===== config.mk =====
export PLATFORM = sky130hd
export DESIGN_NAME = clbc_top
export DESIGN_NICKNAME = d
export VERILOG_FILES = /design/src/clbc_pkg.sv /design/src/clbc_top.sv
export SDC_FILE = /design/constraint.sdc
export NUM_CORES = 1
export LEC_CHECK = 0
export BUFFER_PORTS_ARGS = -buffer_cell sky130_fd_sc_hd__buf_2
export CELL_PAD_IN_SITES_DETAIL_PLACEMENT = 1
export CELL_PAD_IN_SITES_GLOBAL_PLACEMENT = 1
export CORE_ASPECT_RATIO = 2
export CORE_MARGIN = 2
export CORE_UTILIZATION = 30
export DETAILED_ROUTE_END_ITERATION = 6
export GPL_TIMING_DRIVEN = 0
export MAX_ROUTING_LAYER = met4
export PLACE_DENSITY_LB_ADDON = 0.1
export SETUP_SLACK_MARGIN = 0.3
export SLEW_MARGIN = 20
export SYNTH_ARGS = -nofsm -noshare
export SYNTH_HDL_FRONTEND = slang
export SYNTH_SLANG_ARGS = --single-unit

===== constraint.sdc =====
create_clock -name hclk -period 3.9 [get_ports hclk]
set_clock_uncertainty 0.15 [all_clocks]
set_input_delay 0.39 -clock hclk [delete_from_list [all_inputs] [get_ports hclk]]
set_output_delay 0.39 -clock hclk [all_outputs]
set_load 0.005 [all_outputs]

===== src/clbc_pkg.sv =====
/*
 * package for the current limit and blanking control block: timing constants,
 * control states and interrupt register layout.
 * assumes a 10 MHz hclk; all blanking except the extended ramp, which counts capacitor cycles, is counted on hclk ticks.
 */
package clbc_pkg;
   localparam int CLK_PERIOD_NS = 100;
   // times in their own units, counts derived
   localparam int LEB_NORMAL_NS = 220;
   localparam int LEB_BURST_NS  = 180;
   localparam int BLANK_BASE_MS = 20;
   localparam int SPIKE_MS      = 30;
   // least times round up
   localparam int LEB_NORMAL_CYC = (LEB_NORMAL_NS + CLK_PERIOD_NS - 1) / CLK_PERIOD_NS;
   localparam int LEB_BURST_CYC  = (LEB_BURST_NS + CLK_PERIOD_NS - 1) / CLK_PERIOD_NS;
   localparam int BLANK_BASE_CYC = BLANK_BASE_MS * 1000000 / CLK_PERIOD_NS;
   localparam int SPIKE_CYC      = SPIKE_MS * 1000000 / CLK_PERIOD_NS;
   localparam int RAMP_COUNT_END = 256;

   // register byte addresses
   localparam logic [7:0] ADDR_CTRL    = 8'h00;
   localparam logic [7:0] ADDR_STATUS  = 8'h04;
   localparam logic [7:0] ADDR_IRQ_ST  = 8'h08;
   localparam logic [7:0] ADDR_IRQ_EN  = 8'h0C;
   localparam logic [7:0] ADDR_IRQ_CLR = 8'h10;

   // ctrl fields
   localparam int CTRL_EXTEND_BIT = 0;
   localparam int CTRL_BURST_BIT  = 1;
   localparam logic [1:0] CTRL_RESET = 2'h0;

   // interrupt bits
   localparam int IRQ_PEAK    = 0;
   localparam int IRQ_BURST   = 1;
   localparam int IRQ_RESTART = 2;
   localparam int IRQ_W       = 3;

   typedef enum logic [2:0] {
      CLBC_IDLE, CLBC_BASE, CLBC_CHARGE, CLBC_DISCHARGE, CLBC_SPIKE, CLBC_RESTART
   } clbc_ol_t;
endpackage


===== src/clbc_top.sv =====
/*
 * current limit and blanking control: switching pulse latch with leading edge
 * blanking, burst limit gating, burst entry blanking and the basic/extendable
 * overload blanking with its external ramp, plus an ahb-lite register slave.
 * assumes comparator outputs are already synchronous to hclk and that
 * hresetn is asserted at undervoltage lockout.
 */
// Notes on behaviour
// - sensed current above peak threshold clears the pulse latch at once.
// - comparators ignored 220 ns after turn-on, 180 ns in burst mode.
// - blanking gates peak, burst and amplifier comparators alike.
// - burst limit comparator acts only while burst mode is active.
// - burst and restart entry need their condition held through 20 ms.
// - only overload restart blanking may be extended by external capacitor.
// - extended mode after base expiry: block restart, enable counter, charge.
// - upper comparator at 4.5 V: count, stop charge, start discharge.
// - lower comparator at 0.9 V: stop discharge, charge again.
// - cycling repeats until count 256, then counter output goes high.
// - base expired and counter high: 30 ms spike blanking, then restart.
// - dynamic threshold: slope compensated comparator used in both modes.
// - oscillator sets latch; amplifier, soft start or peak limit reset it.
// - burst entered only if feedback below entry level for 20 ms.
`timescale 1ns/1ps
module clbc_top
   import clbc_pkg::*;
#(
   parameter int BLANK_BASE_CYCLES = BLANK_BASE_CYC,
   parameter int SPIKE_CYCLES      = SPIKE_CYC
) (
   input  wire logic        hclk,
   input  wire logic        hresetn,
   input  wire logic        hsel,
   input  wire logic [31:0] haddr,
   input  wire logic [1:0]  htrans,
   input  wire logic        hwrite,
   input  wire logic [2:0]  hsize,
   input  wire logic [31:0] hwdata,
   input  wire logic        hready,
   output logic [31:0]      hrdata,
   output logic             hreadyout,
   output logic             hresp,
   input  wire logic        osc_set,
   input  wire logic        peak_limit_comparator,
   input  wire logic        burst_limit_comparator,
   input  wire logic        current_sense_amplifier,
   input  wire logic        softstart_comparator,
   input  wire logic        feedback_below_burst,
   input  wire logic        feedback_burst_exit,
   input  wire logic        overload,
   input  wire logic        ramp_upper_comparator,
   input  wire logic        ramp_lower_comparator,
   output logic             gate_drive,
   output logic             ramp_charge_switch,
   output logic             ramp_discharge_switch,
   output logic             burst_active,
   output logic             auto_restart,
   output logic             irq
);
   localparam int BW = $clog2(SPIKE_CYCLES + 1);

   typedef struct packed {
      logic                switching_pulse_latch;
      logic [3:0]          leb_cnt;
      logic [BW-1:0]       burst_cnt;
      logic                burst;
      clbc_ol_t            ol;
      logic [BW-1:0]       ol_cnt;
      logic [8:0]          ramp_cnt;
      logic                charge;
      logic                discharge;
      logic [1:0]          ctrl;
      logic [IRQ_W-1:0]    irq_st;
      logic [IRQ_W-1:0]    irq_en;
      logic                dp_act;
      logic                dp_wr;
      logic [7:0]          dp_addr;
      logic [31:0]         rdata;
      logic                irq;
      logic                restart;
   } clbc_state_t;

   clbc_state_t s_reg, s_next;

   function automatic logic [BW-1:0] inc_sat(input logic [BW-1:0] v);
      return (v == '1) ? v : v + 1'b1;
   endfunction

   logic leb_done;
   logic limit_hit;
   logic [IRQ_W-1:0] ev;

   always_comb begin
      s_next = s_reg;
      ev     = '0;
      // leb expiry depends on the burst mode in the current cycle, not the mode at turn-on
      leb_done = s_reg.leb_cnt >= (s_reg.burst ? 4'(LEB_BURST_CYC) : 4'(LEB_NORMAL_CYC));
      // all sense paths share one blanking gate; inputs carry dynamic threshold
      // sense paths only act while the switch is on: a request left over from the
      // last pulse must not veto the next turn-on before blanking has run
      limit_hit = s_reg.switching_pulse_latch && leb_done
                  && (peak_limit_comparator
                  || (s_reg.burst && burst_limit_comparator)
                  || current_sense_amplifier
                  || softstart_comparator);

      // switching pulse latch; overload restart dominates the oscillator set
      if (limit_hit || s_reg.ol == CLBC_RESTART) begin
         s_next.switching_pulse_latch = 1'b0;
         if (s_reg.switching_pulse_latch && peak_limit_comparator && leb_done)
            ev[IRQ_PEAK] = 1'b1;
      end else if (osc_set && !s_reg.switching_pulse_latch) begin
         s_next.switching_pulse_latch = 1'b1;
         s_next.leb_cnt = '0;
      end
      if (s_reg.switching_pulse_latch && !leb_done)
         s_next.leb_cnt = s_reg.leb_cnt + 4'h1;

      // burst entry blanking
      if (s_reg.burst) begin
         if (feedback_burst_exit) begin
            s_next.burst = 1'b0;
            s_next.burst_cnt = '0;
         end
      end else if (!feedback_below_burst) begin
         s_next.burst_cnt = '0;
      end else if (s_reg.burst_cnt >= BW'(BLANK_BASE_CYCLES - 1)) begin
         s_next.burst = 1'b1;
         s_next.burst_cnt = '0;
         ev[IRQ_BURST] = 1'b1;
      end else begin
         s_next.burst_cnt = s_reg.burst_cnt + 1'b1;
      end
      if (!s_reg.ctrl[CTRL_BURST_BIT])
         s_next.burst = 1'b0;

      // overload blanking sequence
      case (s_reg.ol)
         CLBC_IDLE: begin
            s_next.ol_cnt = '0;
            s_next.ramp_cnt = '0;
            if (overload)
               s_next.ol = CLBC_BASE;
         end
         CLBC_BASE: begin
            s_next.ol_cnt = inc_sat(s_reg.ol_cnt);
            if (s_reg.ol_cnt >= BW'(BLANK_BASE_CYCLES - 1)) begin
               s_next.ol_cnt = '0;
               // only overload path has the extension
               if (s_reg.ctrl[CTRL_EXTEND_BIT]) begin
                  s_next.ol = CLBC_CHARGE;
                  s_next.charge = 1'b1;
               end else begin
                  s_next.ol = CLBC_SPIKE;
               end
            end
         end
         CLBC_CHARGE: begin
            if (ramp_upper_comparator) begin
               s_next.ramp_cnt = s_reg.ramp_cnt + 9'h1;
               s_next.charge = 1'b0;
               if (s_reg.ramp_cnt == 9'(RAMP_COUNT_END - 1)) begin
                  s_next.ol = CLBC_SPIKE;
               end else begin
                  s_next.discharge = 1'b1;
                  s_next.ol = CLBC_DISCHARGE;
               end
            end
         end
         CLBC_DISCHARGE: begin
            if (ramp_lower_comparator) begin
               s_next.discharge = 1'b0;
               s_next.charge = 1'b1;
               s_next.ol = CLBC_CHARGE;
            end
         end
         CLBC_SPIKE: begin
            s_next.ol_cnt = inc_sat(s_reg.ol_cnt);
            if (s_reg.ol_cnt >= BW'(SPIKE_CYCLES - 1)) begin
               s_next.ol = CLBC_RESTART;
               ev[IRQ_RESTART] = 1'b1;
            end
         end
         CLBC_RESTART: begin
            if (!overload)
               s_next.ol = CLBC_IDLE;
         end
         default: s_next.ol = CLBC_IDLE;
      endcase
      // overload gone before restart: clear everything
      if (!overload && s_reg.ol != CLBC_IDLE && s_reg.ol != CLBC_RESTART) begin
         s_next.ol = CLBC_IDLE;
         s_next.ol_cnt = '0;
         s_next.ramp_cnt = '0;
         s_next.charge = 1'b0;
         s_next.discharge = 1'b0;
      end

      // ahb-lite slave, zero wait states
      s_next.dp_act = 1'b0;
      if (s_reg.dp_act && s_reg.dp_wr) begin
         case (s_reg.dp_addr)
            ADDR_CTRL:    s_next.ctrl = hwdata[1:0];
            ADDR_IRQ_EN:  s_next.irq_en = hwdata[IRQ_W-1:0];
            ADDR_IRQ_CLR: s_next.irq_st = s_reg.irq_st & ~hwdata[IRQ_W-1:0];
            default: ;
         endcase
      end
      // set wins over clear
      s_next.irq_st = s_next.irq_st | ev;
      if (hsel && hready && htrans[1]) begin
         s_next.dp_act = 1'b1;
         s_next.dp_wr = hwrite;
         s_next.dp_addr = haddr[7:0];
         case (haddr[7:0])
            ADDR_CTRL:   s_next.rdata = {30'h0, s_next.ctrl};
            // status word: state, switches and ramp count
            ADDR_STATUS: s_next.rdata = {15'h0, s_reg.ramp_cnt, 2'h0, s_reg.charge, s_reg.discharge,
                                         1'b0, s_reg.ol};
            ADDR_IRQ_ST: s_next.rdata = {29'h0, s_next.irq_st};
            ADDR_IRQ_EN: s_next.rdata = {29'h0, s_next.irq_en};
            default:     s_next.rdata = 32'h0000_0000;
         endcase
      end
      s_next.irq = |(s_next.irq_st & s_next.irq_en);
      // restart flag kept as its own flop so the output has no decode behind it
      s_next.restart = (s_next.ol == CLBC_RESTART);
   end

   always_ff @(posedge hclk or negedge hresetn) begin
      if (!hresetn) begin
         s_reg <= '{switching_pulse_latch: 1'b0, leb_cnt: '0, burst_cnt: '0, burst: 1'b0,
                    ol: CLBC_IDLE, ol_cnt: '0, ramp_cnt: '0, charge: 1'b0, discharge: 1'b0,
                    ctrl: CTRL_RESET, irq_st: '0, irq_en: '0, dp_act: 1'b0, dp_wr: 1'b0,
                    dp_addr: '0, rdata: '0, irq: 1'b0, restart: 1'b0};
      end else begin
         s_reg <= s_next;
      end
   end

   // every output except hreadyout and hresp is a flop of the state record
   assign gate_drive            = s_reg.switching_pulse_latch;
   assign ramp_charge_switch    = s_reg.charge;
   assign ramp_discharge_switch = s_reg.discharge;
   assign burst_active          = s_reg.burst;
   assign auto_restart          = s_reg.restart;
   assign irq                   = s_reg.irq;
   assign hrdata                = s_reg.rdata;
   assign hreadyout             = 1'b1;
   assign hresp                 = 1'b0;
endmodule


======== Yosys cells after proc, flatten, opt, wreduce, memory -nomap -nowiden ========
Index checks and enable logic that the tools add are counted.
Widths: inputs -> output; s select.
cells by class
  $add $sub $neg .......................... 4
  magnitude comparators ................... 4
  eq/ne operators ......................... 21
  multiplexer cells ....................... 43
  bitwise gates (word level) .............. 4
  reduce and logical (&&, ||, !) cells .... 34
operators with widths
  operator               count
  $pmux 17 s4            1
  $mux 19                3
  $pmux 19 s3            1
  $mux 42                1
  $mux 20                2
  $add 19x1->19 const B  2
  $ge 19x18->1 const B   2
  $mux 33                1
  $mux 3                 9
  $eq 8x4->1 const B     3
  $mux 22                1
  $eq 19x19->1 const B   1
  $ge 19x19->1 const B   1
  $ne 3x3->1 const B     6
  $pmux 3 s6             1
  $pmux 9 s2             1
  $logic_not 8->1        2
  $mux 1                 13
  $logic_and 1x1->1      12
  $mux 11                1
  $add 9x1->9 const B    1
  $eq 3x3->1 const B     3
  $eq 9x8->1 const B     1
  $reduce_bool 3->1      3
  other kinds (26)       38
storage, ports and cells
  flip-flop bits (word level) ............. 110
  bits of input ports ..................... 84
  output and inout port bits .............. 40
  logic and storage cells ................. 128

======== Depth between registers and ports, before layout ========
Gate-level depths: netlist of the first run.
  depth after elaboration ................. 10
  gate-level depth with buffers ........... 10
  depth with buffers taken out ............ 10

======== Least setup slack after synthesis of the first run ========
Ideal clock, no wire load.
  path type ............................... register to register
  start ................................... register s_reg[77] (netlist bit)
  end ..................................... register s_reg (netlist bit ramp_charge_switch)
  library setup time ...................... 0.125 ns
  data arrival time ....................... 2.137 ns
  required time ........................... 3.625 ns
  setup slack ............................. 1.488 ns
  cell stages (with the launch flop) ...... 7
  clock period less this slack ............ 2.412 ns
  cell sequence ........................... dfrtp_1 -> or4_1 -> or3b_4 -> o211ai_4 -> nand2_1 -> o21ai_1 -> mux2_2
between the ends
  cells in the longest elaborated chain, start to end .. 3
ends and longest elaborated chain
  element                            RTL line         source
  start, declared                    clbc_top.sv:82   clbc_state_t s_reg, s_next;
  start signal, assigned             clbc_top.sv:231  s_reg <= '{switching_pulse_latch: 1'b0, leb_cnt: '0, burst_cnt: '0, burst: 1'b0,
  start signal, assigned             clbc_top.sv:236  s_reg <= s_next;
  $ge 19x18->1                       clbc_top.sv:146  if (s_reg.ol_cnt >= BW'(BLANK_BASE_CYCLES - 1)) begin
  $ne 3x3->1 (no source line)        --
  $reduce_and 5->1 (no source line)  --
Every way passes these cells.
A chain may end at the register's enable or synchronous reset.

==> results of run 1 <==
==> cells by family after synthesis <==
family                   Yosys count  synth area share
AO/OA/AOI/OAI                    164             0.219
XOR/XNOR                           3           0.00516
adder cells (fa/ha/maj)            6            0.0147
buffers and inverters             76            0.0835
flip-flops                        92             0.452
multiplexers                      15            0.0329
other                              2           0.00147
AND/OR/NAND/NOR                  185             0.191
==> critical path, delay by kind of cell, from the launching register on <==
family | cells | cell delay [ns]
AO/OA/AOI/OAI | 3 | 0.70
AND/OR/NAND/NOR | 3 | 1.32
flip-flops | 1 | 0.44
==> power groups by stage <==
stage                     sequential (uW)  clock [uW]  combinational (uW)
after detailed placement             1080           0                 417
after floorplan                      1070           0                 272
after CTS                            1060         949                 419
after global placement               1080           0                 399
final                                1060         908                 410
after global routing                 1070         979                 466
==> final cells by class <==
type / instances / area share
Multi-Input combinational cell: 393 / 0.406
Sequential cell: 92 / 0.384
Buffer: 57 / 0.0591
Timing Repair Buffer: 47 / 0.0449
Tap cell: 207 / 0.0432
Clock buffer: 11 / 0.0405
Inverter: 19 / 0.0119
Clock inverter: 5 / 0.0100
==> per-stage QoR <==
stage,setup slack [ns],util
finish,1.18,0.359
global placement,0.865,0.338
floorplan,1.49,-
global route,0.958,0.359
detailed placement,0.821,0.340
CTS,1.10,0.359
==> worst max path at each step <==
stage	to	cells after the start	startpoint
5_1_grt	s_reg[63]$_DFFE_PN0P_	8	s_reg[74]$_DFFE_PN0P_
6_report	auto_restart$_DFF_PN0_	6	s_reg[77]$_DFFE_PN0P_
3_3_place_gp	hrdata[15]$_DFFE_PN0P_	7	haddr[5]
4_1_cts	auto_restart$_DFF_PN0_	6	s_reg[78]$_DFFE_PN0P_
2_1_floorplan	ramp_charge_switch$_DFFE_PN0P_	6	s_reg[77]$_DFFE_PN0P_
3_5_place_dp	hrdata[13]$_DFFE_PN0P_	7	haddr[5]
==> routing by layer <==
layer | global-route usage | vias to the layer above | part of all wire
met4 | 0.0687 | 0 | 0.026
met2 | 0.353 | 48 | 0.59
li1 | - | 2105 | -
met1 | 0.181 | 2191 | 0.36
met5 | - | - | 0
met3 | 0.0240 | 20 | 0.019
==> placed cells by master, fill, tap and decap left out, types with 18 or more instances in the layout <==
| cell type | netlist | layout |
|---|---|---|
| sky130_fd_sc_hd__a21oi_1 | 22 | 22 |
| sky130_fd_sc_hd__buf_2 | 4 | 48 |
| sky130_fd_sc_hd__buf_4 | 34 | 34 |
| sky130_fd_sc_hd__clkbuf_1 | 17 | 18 |
| sky130_fd_sc_hd__conb_1 | 2 | 20 |
| sky130_fd_sc_hd__dfrtp_1 | 92 | 92 |
| sky130_fd_sc_hd__inv_1 | 19 | 19 |
| sky130_fd_sc_hd__nand2_1 | 43 | 43 |
| sky130_fd_sc_hd__nand3_1 | 28 | 28 |
| sky130_fd_sc_hd__nor2_1 | 30 | 30 |
| sky130_fd_sc_hd__o21ai_0 | 49 | 49 |
==> reports/qor.json, run 1 <==
{
  "run_status": "complete, no violations",
  "whs_ns": 0.142,
  "cpMaxStageDelayCell": "sky130_fd_sc_hd__or4_1",
  "final.period_utilization": 0.698,
  "logic_depth_of_the_worst_register_to_register_path": 6,
  "largest_register_ff_count": 72,
  "gp_routability_congestion": 0.774,
  "tritoncts": "built",
  "async_reset_ff_frac": 1.00,
  "clock_share_of_power": 0.381,
  "power.static_leakage_uw": 0.00278,
  "tightest_slew_ns": 1.05,
  "ys_warn_count": 0,
  "avgRoutedWirePerCell_um": 18.7,
  "timing_hold_violations_final": 0,
  "initial_antenna_violation_count": 0,
  "yosysTopAreaCellShare": 0.452,
  "class_of_the_most_critical_hold_timing_path": "in2reg",
  "power_frac_seq": 0.446,
  "ys_dominant_reg_cell": "sky130_fd_sc_hd__dfrtp_1",
  "die_width_um": 96.1,
  "final_antenna_net_count": 0,
  "edff_count_synth": 0,
  "synth.largest_area_cell": "sky130_fd_sc_hd__dfrtp_1",
  "post-layout-total-power_uw": 2380,
  "unrepaired_setup_endpoints_after_global_routing": "no",
  "power_per_cell_area_nw_per_um2": 398,
  "tritoncts_buffer_count": 9,
  "setup_total_negative_slack_ns": 0,
  "floorplan.core_area_um2": 16700,
  "worstSetupStartpointType": "flop",
  "cell_by_cell_trace_of_the_critical_path": "or4_1 -> or3b_4 -> o211ai_4 -> a31oi_1 -> a211oi_2 -> nor2b_1",
  "fin_crit_ns": 2.72,
  "diodes": 0,
  "overflow": 0,
  "placed_area_um2": 5680,
  "yosys.cell_types.count": 65,
  "finalNetCount": 709,
  "post_layout_nonfiller_instances": 831,
  "initial_core_util": 0.305,
  "arrival_worst_endpoint_ns": 2.80,
  "rr_startpoint": "s_reg[77]$_DFFE_PN0P_",
  "min_to": "s_reg[42]$_DFFE_PN0P_",
  "setup_viol_count_final": 0,
  "hpwl_after_dpl_um": 12200,
  "final_instance_area_um2": 5990,
  "fp.dieArea_um2": 18100,
  "synth_cells": 543,
  "synth.most_common_cell": "sky130_fd_sc_hd__dfrtp_1",
  "largest_net_degree_at_the_start_of_global_routing": 63,
  "cp-end-kind": "flop",
  "switchingPower_uw": 696,
  "post_cts_resize_count": 0,
  "crit_fanout": 8,
  "clk_pin_slew_worst_paths_ns": 0.07,
  "reg2reg_to": "auto_restart$_DFF_PN0_",
  "number_of_core_rows": 67,
  "timing.hold.worst_path_depth": 2,
  "cts_hold_repair.buffers": 1,
  "timing.slew.headroom": 0.294,
  "drt_iter0_markers": 122,
  "share_comb_of_total_power": 0.172,
  "reg2reg_slack_ns": 1.18,
  "port_buffers": 45,
  "post_synth_most_frequent_cells": "sky130_fd_sc_hd__dfrtp_1, sky130_fd_sc_hd__o21ai_0, sky130_fd_sc_hd__nand2_1",
  "flow.area_growth_from_synthesis_pct": 17.6,
  "post-route-drc-count": 0,
  "synth-seq-area-share": 0.452,
  "worstPathRequired_ns": 3.98,
  "cts_root_buf": "sky130_fd_sc_hd__clkbuf_16",
  "fillers": 1957,
  "post_synth_instance_area_um2": 5090,
  "criticalPathCategory": "reg2reg",
  "timing.final.max_slew_violations": 0,
  "first_pass_iters": 4,
  "clock_path_buffers": 2,
  "global_route_wire_length_before_repair_um": 24900,
  "synth.top_cells.by_area": "sky130_fd_sc_hd__dfrtp_1, sky130_fd_sc_hd__buf_4, sky130_fd_sc_hd__o21ai_0",
  "sw_frac_of_total": 0.292,
  "synthesis.area_per_instance_um2": 9.38,
  "cts.sinks": 92,
  "drt-total-wl_um": 15500,
  "ir_drop_uv": 191,
  "post_cts_buffers": 0,
  "cts_htree_levels": 3,
  "chipHeight_um": 188,
  "clock_latency_late_sink_ns": 0.34,
  "vias_in_the_first_global_route": 4765,
  "layout.area.seq_um2": 2300,
  "cp_slowest_stage_delay_ns": 0.58,
  "multi_input_area_um2": 2430,
  "power_report.internal_total_uw": 1690,
  "ioPinCount": 124,
  "min-delay-start": "hwrite",
  "numPlacedInstances": 814,
  "fraction_of_layout_cells_with_a_size_suffix_above_1": 0.196,
  "timing.fmax_mhz": 368,
  "grt.total_usage": 0.185,
  "dr_total_vias": 4364,
  "postSynthRegisterBits": 92,
  "timing.max_cap.violations": 0,
  "drt-vias-per-instance": 5.25
}
Power figures use the tool's default switching activity.
==> run 2, diff against run 1 <==
==> constraint.sdc (replaced) <==
create_clock -name hclk -period 2.7 [get_ports hclk]
set_clock_uncertainty 0.15 [all_clocks]
set_input_delay 0.27 -clock hclk [delete_from_list [all_inputs] [get_ports hclk]]
set_output_delay 0.27 -clock hclk [all_outputs]
set_load 0.005 [all_outputs]
==> reports/qor.json, run 2 (synthesis gave the netlist of run 1 again) <==
{
  "flow.area_growth_from_synthesis": {"value": 27.3, "unit": "%", "change": "was 17.6%"},
  "commonest_cells_after_routing_fill_and_taps_aside": {"value": "sky130_fd_sc_hd__dfrtp_1, sky130_fd_sc_hd__buf_4, sky130_fd_sc_hd__buf_2, sky130_fd_sc_hd__nand2_1, sky130_fd_sc_hd__o21ai_0", "change": "was sky130_fd_sc_hd__dfrtp_1, sky130_fd_sc_hd__o21ai_0, sky130_fd_sc_hd__buf_2, sky130_fd_sc_hd__nand2_1, sky130_fd_sc_hd__buf_4"},
  "numPlacedInstances": {"value": 814, "change": "unchanged"},
  "dr_total_vias": {"value": 4567, "change": "was 4,364"},
  "clock_latency_late_sink": {"value": 0.34, "unit": "ns", "change": "about the same"},
  "largest_register_ff_count": {"value": 72, "change": "unchanged"},
  "whs": {"value": 0.0269, "unit": "ns", "change": "was 0.142 ns"},
  "cp_slowest_stage_delay": {"value": 0.56, "unit": "ns", "change": "was 0.58 ns"},
  "reg2reg_slack": {"value": 0.15, "unit": "ns", "change": "was 1.18 ns"},
  "hpwl_after_dpl": {"value": 12300, "unit": "um", "change": "was 12,200 um"},
  "fillers": {"value": 1927, "change": "was 1,957"},
  "layout.area.seq": {"value": 2300, "unit": "um2", "change": "about the same"},
  "pre_cts_ws": {"value": -0.233, "unit": "ns", "change": "was 0.821 ns"},
  "multi_input_area": {"value": 2660, "unit": "um2", "change": "was 2430 um2"},
  "diodes": {"value": 0, "change": "unchanged"},
  "number_of_core_rows": {"value": 67, "change": "unchanged"},
  "criticalPathCategory": {"value": "reg2reg", "change": "unchanged"},
  "power_per_cell_area": {"value": 555, "unit": "nW/um2", "change": "was 398 nW/um2"},
  "vias_in_the_first_global_route": {"value": 4979, "change": "was 4,765"},
  "worstSetupStartpointType": {"value": "flop", "change": "unchanged"},
  "clock_path_buffers": {"value": 2, "change": "unchanged"},
  "power_report.internal_total": {"value": 2560, "unit": "uW", "change": "was 1690 uW"},
  "drt-total-wl": {"value": 16600, "unit": "um", "change": "was 15,500 um"},
  "tritoncts": {"value": "built", "change": "unchanged"},
  "ioPinCount": {"value": 124, "change": "unchanged"},
  "min_to": {"value": "s_reg[40]$_DFFE_PN0P_", "change": "was s_reg[42]$_DFFE_PN0P_"},
  "min-delay-start": {"value": "haddr[6]", "change": "was hwrite"},
  "logic_depth_of_the_worst_register_to_register_path": {"value": 7, "change": "was 6"},
  "avgRoutedWirePerCell": {"value": 19.5, "unit": "um", "change": "was 18.7 um"},
  "tritoncts_buffer_count": {"value": 9, "change": "unchanged"},
  "die_width": {"value": 96.1, "unit": "um", "change": "unchanged"},
  "cts.sinks": {"value": 92, "change": "unchanged"},
  "unrepaired_setup_endpoints_after_global_routing": {"value": "yes", "change": "was no"},
  "final_antenna_net_count": {"value": 0, "change": "unchanged"},
  "drt-vias-per-instance": {"value": 5.35, "change": "was 5.25"},
  "timing.final.max_slew_violations": {"value": 0, "change": "unchanged"},
  "clock_share_of_power": {"value": 0.372, "change": "was 0.381"},
  "share_comb_of_total_power": {"value": 0.199, "change": "was 0.172"},
  "reg2reg_to": {"value": "s_reg[78]$_DFFE_PN0P_", "change": "was auto_restart$_DFF_PN0_"},
  "port_buffers": {"value": 45, "change": "unchanged"},
  "cts_root_buf": {"value": "sky130_fd_sc_hd__clkbuf_16", "change": "unchanged"},
  "global_route_wire_length_before_repair": {"value": 25900, "unit": "um", "change": "was 24,900 um"},
  "power.static_leakage": {"value": 0.00300, "unit": "uW", "change": "was 0.00278 uW"},
  "switchingPower": {"value": 1040, "unit": "uW", "change": "was 696 uW"},
  "tightest_slew": {"value": 0.616, "unit": "ns", "change": "was 1.05 ns"},
  "timing_hold_violations_final": {"value": 0, "change": "unchanged"},
  "timing.slew.headroom": {"value": 0.589, "change": "was 0.294"},
  "fin_crit": {"value": 2.55, "unit": "ns", "change": "was 2.72 ns"},
  "timing.max_cap.violations": {"value": 0, "change": "unchanged"},
  "sw_frac_of_total": {"value": 0.289, "change": "was 0.292"},
  "rr_startpoint": {"value": "s_reg[78]$_DFFE_PN0P_", "change": "was s_reg[77]$_DFFE_PN0P_"},
  "setup_viol_count_final": {"value": 0, "change": "unchanged"},
  "final_common_cell": {"value": "sky130_fd_sc_hd__dfrtp_1", "change": "unchanged"},
  "chipHeight": {"value": 188, "unit": "um", "change": "unchanged"},
  "post_layout_nonfiller_instances": {"value": 853, "change": "was 831"},
  "arrival_worst_endpoint": {"value": 2.63, "unit": "ns", "change": "was 2.80 ns"},
  "worstPathRequired": {"value": 2.78, "unit": "ns", "change": "was 3.98 ns"},
  "crit_fanout": {"value": 8, "change": "unchanged"},
  "first_pass_iters": {"value": 4, "change": "unchanged"},
  "timing.hold.worst_path_depth": {"value": 2, "change": "unchanged"},
  "grt.total_usage": {"value": 0.193, "change": "was 0.185"},
  "setup_ws": {"value": 0.153, "unit": "ns", "change": "was 1.18 ns"},
  "floorplan.core_area": {"value": 16700, "unit": "um2", "change": "unchanged"},
  "timing.fmax": {"value": 393, "unit": "MHz", "change": "was 368 MHz"},
  "initial_antenna_violation_count": {"value": 0, "change": "unchanged"},
  "cell_by_cell_trace_of_the_critical_path": {"value": "or4_4 -> or3b_4 -> o211ai_4 -> buf_6 -> o21a_4 -> o21ai_2 -> a22o_1", "change": "was or4_1 -> or3b_4 -> o211ai_4 -> a31oi_1 -> a211oi_2 -> nor2b_1"},
  "power_frac_seq": {"value": 0.429, "change": "was 0.446"},
  "cts_htree_levels": {"value": 3, "change": "unchanged"},
  "cpMaxStageDelayCell": {"value": "sky130_fd_sc_hd__or4_4", "change": "was sky130_fd_sc_hd__or4_1"},
  "postLayoutCoreUtil": {"value": 0.389, "change": "was 0.359"},
  "final.period_utilization": {"value": 0.943, "change": "was 0.698"},
  "overflow": {"value": 0, "change": "unchanged"},
  "gp_routability_congestion": {"value": 0.866, "change": "was 0.774"},
  "cp-end-kind": {"value": "flop", "change": "unchanged"},
  "largest_net_degree_at_the_start_of_global_routing": {"value": 71, "change": "was 63"},
  "fraction_of_layout_cells_with_a_size_suffix_above_1": {"value": 0.289, "change": "was 0.196"},
  "initial_core_util": {"value": 0.305, "change": "unchanged"},
  "ir_drop": {"value": 240, "unit": "uV", "change": "was 191 uV"},
  "finalNetCount": {"value": 732, "change": "was 709"},
  "run_status": {"value": "complete, no violations", "change": "unchanged"},
  "class_of_the_most_critical_hold_timing_path": {"value": "in2reg", "change": "unchanged"},
  "clk_pin_slew_worst_paths": {"value": 0.06, "unit": "ns", "change": "was 0.07 ns"},
  "drt_iter0_markers": {"value": 106, "change": "was 122"},
  "post-route-drc-count": {"value": 0, "change": "unchanged"},
  "fp.dieArea": {"value": 18100, "unit": "um2", "change": "unchanged"}
}
run 2: cell types whose count changed in the layout (fill, tap and decap cells not counted), moves of 5 or more:
| cell | before | now |
|---|---|---|
| sky130_fd_sc_hd__buf_4 | 34 | 54 |
| sky130_fd_sc_hd__o21ai_0 | 49 | 31 |
| sky130_fd_sc_hd__o21ai_1 | 3 | 18 |
| sky130_fd_sc_hd__clkbuf_1 | 18 | 10 |
| sky130_fd_sc_hd__buf_6 | 2 | 7 |
| sky130_fd_sc_hd__clkbuf_2 | 0 | 5 |
run 2: how the worst max path moves through the flow:
stage / from / endpoint / slack (ns) / cells after the start
final: s_reg[78]$_DFFE_PN0P_ / s_reg[78]$_DFFE_PN0P_ / 0.15 / 7
after global routing: s_reg[78]$_DFFE_PN0P_ / s_reg[66]$_DFFE_PN0P_ / 0.09 / 7
after CTS: s_reg[78]$_DFFE_PN0P_ / s_reg[66]$_DFFE_PN0P_ / 0.17 / 7
after detailed placement: haddr[5] / hrdata[13]$_DFFE_PN0P_ / -0.23 / 7
after global placement: haddr[5] / hrdata[12]$_DFFE_PN0P_ / -0.19 / 7
after floorplan: s_reg[75]$_DFFE_PN0P_ / ramp_charge_switch$_DFFE_PN0P_ / 0.30 / 6
run 2: metal layers:
metal,part of all wire,up-vias,wire length (um),track usage
met3,0.025,41,417,0.0224
met1,0.34,2286,5680,0.181
li1,-,2150,-,-
met5,0,-,0,-
met2,0.59,90,9780,0.368
met4,0.044,0,730,0.0940
run 2: layout make-up:
class / instances / share of cell area
Buffer: 57 / 0.0610
Clock buffer: 12 / 0.0411
Clock inverter: 3 / 0.00695
Inverter: 19 / 0.0110
Multi-Input combinational cell: 393 / 0.410
Sequential cell: 92 / 0.355
Tap cell: 207 / 0.0399
Timing Repair Buffer: 70 / 0.0751
run 2: power by group through the flow:
stage          Sequential, uW  Clock (uW)  Combinational (uW)
2_1_floorplan            1540           0                 396
3_3_place_gp             1560           0                 582
3_5_place_dp             1570           0                 604
4_1_cts                  1540        1390                 682
5_1_grt                  1560        1430                 799
6_report                 1540        1340                 715
run 2: worst max-delay path: cells and delay by family (launching register included):
family / cells / cell delay (ns)
buf+inv: 1 / 0.14
compound gates: 4 / 0.79
flops: 1 / 0.39
simple gates: 2 / 0.96
run 2: repair_timing:
action / 4_1_cts / 5_1_grt
gates cloned: 3 / 1
setup endpoints to repair: 53 / 60
buffers inserted: 11 / 8
hold buffers: 1 / 0
resized for setup: 39 / 55
endpoints found under the hold margin: 48 / 0
pin swaps: 20 / 12
run 2: through the flow:
stage                     cell area [um2]  power, uW  TNS, ns
after detailed placement             5690       2170    -2.29
final                                6480       3600        0
after floorplan                      5170       1940        0
after global placement               5650       2140    -1.90
after global routing                 6480       3780        0
after CTS                            6240       3610        0
==> run 3, diff against run 2 <==
--- a/config.mk
+++ b/config.mk
@@ -5,12 +5,13 @@
 export SDC_FILE = /design/constraint.sdc
 export NUM_CORES = 1
 export LEC_CHECK = 0
-export BUFFER_PORTS_ARGS = -buffer_cell sky130_fd_sc_hd__buf_2
+export BUFFER_PORTS_ARGS = -buffer_cell sky130_fd_sc_hd__clkbuf_2
 export CELL_PAD_IN_SITES_DETAIL_PLACEMENT = 1
 export CELL_PAD_IN_SITES_GLOBAL_PLACEMENT = 1
 export CORE_ASPECT_RATIO = 2
 export CORE_MARGIN = 2
 export CORE_UTILIZATION = 30
+export CTS_CLUSTER_SIZE = 25
 export DETAILED_ROUTE_END_ITERATION = 6
 export GPL_TIMING_DRIVEN = 0
 export MAX_ROUTING_LAYER = met4
==> reports/qor.json, run 3 (synthesis gave the netlist of run 1 again) <==
{
  "commonest_cells_after_routing_fill_and_taps_aside": {"value": "sky130_fd_sc_hd__dfrtp_1, sky130_fd_sc_hd__buf_4, sky130_fd_sc_hd__clkbuf_2, sky130_fd_sc_hd__nand2_1, sky130_fd_sc_hd__o21ai_0", "change": "was sky130_fd_sc_hd__dfrtp_1, sky130_fd_sc_hd__buf_4, sky130_fd_sc_hd__buf_2, sky130_fd_sc_hd__nand2_1, sky130_fd_sc_hd__o21ai_0"},
  "worstPathRequired": {"value": 2.78, "unit": "ns", "change": "about the same"},
  "criticalPathCategory": {"value": "reg2reg", "change": "unchanged"},
  "tightest_slew": {"value": 0.693, "unit": "ns", "change": "was 0.616 ns"},
  "pre_cts_ws": {"value": -0.236, "unit": "ns", "change": "was -0.233 ns"},
  "power_frac_seq": {"value": 0.392, "change": "was 0.429"},
  "min-delay-start": {"value": "haddr[6]", "change": "unchanged"},
  "fraction_of_layout_cells_with_a_size_suffix_above_1": {"value": 0.324, "change": "was 0.289"},
  "finalNetCount": {"value": 746, "change": "was 732"},
  "reg2reg_to": {"value": "s_reg[79]$_DFFE_PN0P_", "change": "was s_reg[78]$_DFFE_PN0P_"},
  "cts_root_buf": {"value": "sky130_fd_sc_hd__clkbuf_16", "change": "unchanged"},
  "reg2reg_slack": {"value": 0.19, "unit": "ns", "change": "was 0.15 ns"},
  "run_status": {"value": "complete, no violations", "change": "unchanged"},
  "numPlacedInstances": {"value": 814, "change": "unchanged"},
  "share_comb_of_total_power": {"value": 0.196, "change": "was 0.199"},
  "power_report.internal_total": {"value": 2820, "unit": "uW", "change": "was 2560 uW"},
  "sw_frac_of_total": {"value": 0.283, "change": "was 0.289"},
  "die_width": {"value": 96.1, "unit": "um", "change": "unchanged"},
  "cp-end-kind": {"value": "flop", "change": "unchanged"},
  "timing.hold.worst_path_depth": {"value": 2, "change": "unchanged"},
  "post_layout_nonfiller_instances": {"value": 868, "change": "was 853"},
  "fp.dieArea": {"value": 18100, "unit": "um2", "change": "unchanged"},
  "timing_hold_violations_final": {"value": 0, "change": "unchanged"},
  "ir_drop": {"value": 312, "unit": "uV", "change": "was 240 uV"},
  "hpwl_after_dpl": {"value": 12300, "unit": "um", "change": "about the same"},
  "largest_net_degree_at_the_start_of_global_routing": {"value": 63, "change": "was 71"},
  "floorplan.core_area": {"value": 16700, "unit": "um2", "change": "unchanged"},
  "worstSetupStartpointType": {"value": "flop", "change": "unchanged"},
  "post-layout-total-power": {"value": 3930, "unit": "uW", "change": "was 3600 uW"},
  "drt-vias-per-instance": {"value": 5.34, "change": "was 5.35"},
  "cell_by_cell_trace_of_the_critical_path": {"value": "or4_4 -> or3b_4 -> o211ai_4 -> o21ai_4 -> buf_6 -> buf_8 -> a22o_1", "change": "was or4_4 -> or3b_4 -> o211ai_4 -> buf_6 -> o21a_4 -> o21ai_2 -> a22o_1"},
  "tritoncts": {"value": "built", "change": "unchanged"},
  "vias_in_the_first_global_route": {"value": 5027, "change": "was 4,979"},
  "chipHeight": {"value": 188, "unit": "um", "change": "unchanged"},
  "timing.critical_path.max_delay_family": {"value": "simple AND/OR/NAND/NOR gates", "change": "unchanged"},
  "whs": {"value": 0.0205, "unit": "ns", "change": "was 0.0269 ns"},
  "setup_viol_count_final": {"value": 0, "change": "unchanged"},
  "gp_routability_congestion": {"value": 0.854, "change": "was 0.866"},
  "clock_path_buffers": {"value": 2, "change": "unchanged"},
  "cts.sinks": {"value": 92, "change": "unchanged"},
  "ioPinCount": {"value": 124, "change": "unchanged"},
  "cts_htree_levels": {"value": 3, "change": "unchanged"},
  "timing.max_cap.violations": {"value": 0, "change": "unchanged"},
  "cp_slowest_stage_delay": {"value": 0.56, "unit": "ns", "change": "about the same"},
  "timing.slew.headroom": {"value": 0.538, "change": "was 0.589"},
  "crit_fanout": {"value": 7, "change": "was 8"},
  "final_antenna_net_count": {"value": 0, "change": "unchanged"},
  "tritoncts_buffer_count": {"value": 9, "change": "unchanged"},
  "power_per_cell_area": {"value": 580, "unit": "nW/um2", "change": "was 555 nW/um2"},
  "initial_antenna_violation_count": {"value": 0, "change": "unchanged"},
  "arrival_worst_endpoint": {"value": 2.59, "unit": "ns", "change": "was 2.63 ns"},
  "drt-total-wl": {"value": 17100, "unit": "um", "change": "was 16,600 um"},
  "clk_pin_slew_worst_paths": {"value": 0.07, "unit": "ns", "change": "was 0.06 ns"},
  "drt_iter0_markers": {"value": 90, "change": "was 106"},
  "clock_share_of_power": {"value": 0.411, "change": "was 0.372"},
  "fin_crit": {"value": 2.51, "unit": "ns", "change": "was 2.55 ns"},
  "first_pass_iters": {"value": 4, "change": "unchanged"},
  "port_buffers": {"value": 45, "change": "unchanged"},
  "overflow": {"value": 0, "change": "unchanged"},
  "diodes": {"value": 0, "change": "unchanged"},
  "dr_total_vias": {"value": 4637, "change": "was 4,567"},
  "logic_depth_of_the_worst_register_to_register_path": {"value": 7, "change": "unchanged"},
  "largest_register_ff_count": {"value": 72, "change": "unchanged"},
  "rr_startpoint": {"value": "s_reg[78]$_DFFE_PN0P_", "change": "unchanged"},
  "grt.total_usage": {"value": 0.200, "change": "was 0.193"},
  "switchingPower": {"value": 1110, "unit": "uW", "change": "was 1040 uW"},
  "setup_ws": {"value": 0.194, "unit": "ns", "change": "was 0.153 ns"},
  "avgRoutedWirePerCell": {"value": 19.7, "unit": "um", "change": "was 19.5 um"},
  "min_to": {"value": "s_reg[40]$_DFFE_PN0P_", "change": "unchanged"},
  "initial_core_util": {"value": 0.305, "change": "unchanged"},
  "critical_path_buf_inv_count": {"value": 2, "change": "was 1"},
  "global_route_wire_length_before_repair": {"value": 26700, "unit": "um", "change": "was 25,900 um"},
  "clock_latency_late_sink": {"value": 0.35, "unit": "ns", "change": "was 0.34 ns"},
  "flow.area_growth_from_synthesis": {"value": 33.0, "unit": "%", "change": "was 27.3%"},
  "timing.final.max_slew_violations": {"value": 0, "change": "unchanged"},
  "class_of_the_most_critical_hold_timing_path": {"value": "in2reg", "change": "unchanged"},
  "number_of_core_rows": {"value": 67, "change": "unchanged"},
  "final_common_cell": {"value": "sky130_fd_sc_hd__dfrtp_1", "change": "unchanged"},
  "power.static_leakage": {"value": 0.00314, "unit": "uW", "change": "was 0.00300 uW"},
  "timing.fmax": {"value": 399, "unit": "MHz", "change": "was 393 MHz"},
  "unrepaired_setup_endpoints_after_global_routing": {"value": "yes", "change": "unchanged"},
  "post-route-drc-count": {"value": 0, "change": "unchanged"},
  "final.period_utilization": {"value": 0.928, "change": "was 0.943"},
  "cpMaxStageDelayCell": {"value": "sky130_fd_sc_hd__or4_4", "change": "unchanged"}
}
-- run 3: cell count changes in the layout (fill, tap and decap cells not counted), moves of 4 or more --
| cell | delta |
|---|---|
| sky130_fd_sc_hd__clkbuf_2 | +46 |
| sky130_fd_sc_hd__o21ai_2 | +4 |
| sky130_fd_sc_hd__buf_2 | -43 |
| sky130_fd_sc_hd__buf_4 | +6 |
-- run 3: power groups by stage --
stage | combinational [uW] | sequential, uW | clock [uW]
after detailed placement | 607 | 1570 | 0
after CTS | 722 | 1540 | 1660
after global placement | 583 | 1560 | 0
after global routing | 847 | 1560 | 1700
final | 772 | 1540 | 1620
after floorplan | 396 | 1540 | 0
-- run 3: layer usage --
layer / vias to the layer above / wire [um] / part of all wire / GRT usage
li1: 2180 / - / - / -
met1: 2330 / 5820 / 0.34 / 0.189
met2: 83 / 9940 / 0.58 / 0.374
met3: 44 / 467 / 0.027 / 0.0304
met4: 0 / 834 / 0.049 / 0.103
met5: - / 0 / 0 / -
-- run 3: final cells by class --
class | count | area, um2
Buffer | 57 | 425
Inverter | 19 | 71.3
Tap cell | 207 | 259
Sequential cell | 92 | 2310
Fill cell | 1919 | 9910
Clock inverter | 6 | 135
Timing Repair Buffer | 84 | 603
Multi-Input combinational cell | 393 | 2740
Clock buffer | 10 | 239
-- run 3: worst register-to-register path, cell delays in order, from the launching register on --
cell and delay, ns:
sky130_fd_sc_hd__dfrtp_1 0.38, sky130_fd_sc_hd__or4_4 0.56, sky130_fd_sc_hd__or3b_4 0.40, sky130_fd_sc_hd__o211ai_4 0.29
sky130_fd_sc_hd__o21ai_4 0.15, sky130_fd_sc_hd__buf_6 0.15, sky130_fd_sc_hd__buf_8 0.13, sky130_fd_sc_hd__a22o_1 0.21
-- run 3: stage by stage --
stage | TNS (ns) | cell area (um2) | util
global route | 0 | 6780 | 0.406
CTS | 0 | 6500 | 0.390
detailed placement | -2.39 | 5690 | 0.341
floorplan | 0 | 5170 | -
global placement | -11.68 | 5650 | 0.339
finish | 0 | 6780 | 0.406
-- run 3: repair_timing --
action                                 CTS  global route
pin swaps                               21            22
gates resized for setup                 68            66
setup endpoints to repair               54            64
cloned                                   5             0
endpoints found under the hold margin   31             0
hold buffers                             2             0
setup buffers                           22             9
-- run 3: worst max path at each step --
stage / from / endpoint / slack, ns / depth (start not counted)
floorplan: s_reg[75]$_DFFE_PN0P_ / ramp_charge_switch$_DFFE_PN0P_ / 0.30 / 6
global placement: haddr[5] / hrdata[12]$_DFFE_PN0P_ / -0.17 / 7
detailed placement: haddr[5] / hrdata[14]$_DFFE_PN0P_ / -0.24 / 7
CTS: s_reg[78]$_DFFE_PN0P_ / s_reg[79]$_DFFE_PN0P_ / 0.21 / 7
global route: s_reg[78]$_DFFE_PN0P_ / s_reg[79]$_DFFE_PN0P_ / 0.12 / 7
finish: s_reg[78]$_DFFE_PN0P_ / s_reg[79]$_DFFE_PN0P_ / 0.19 / 7
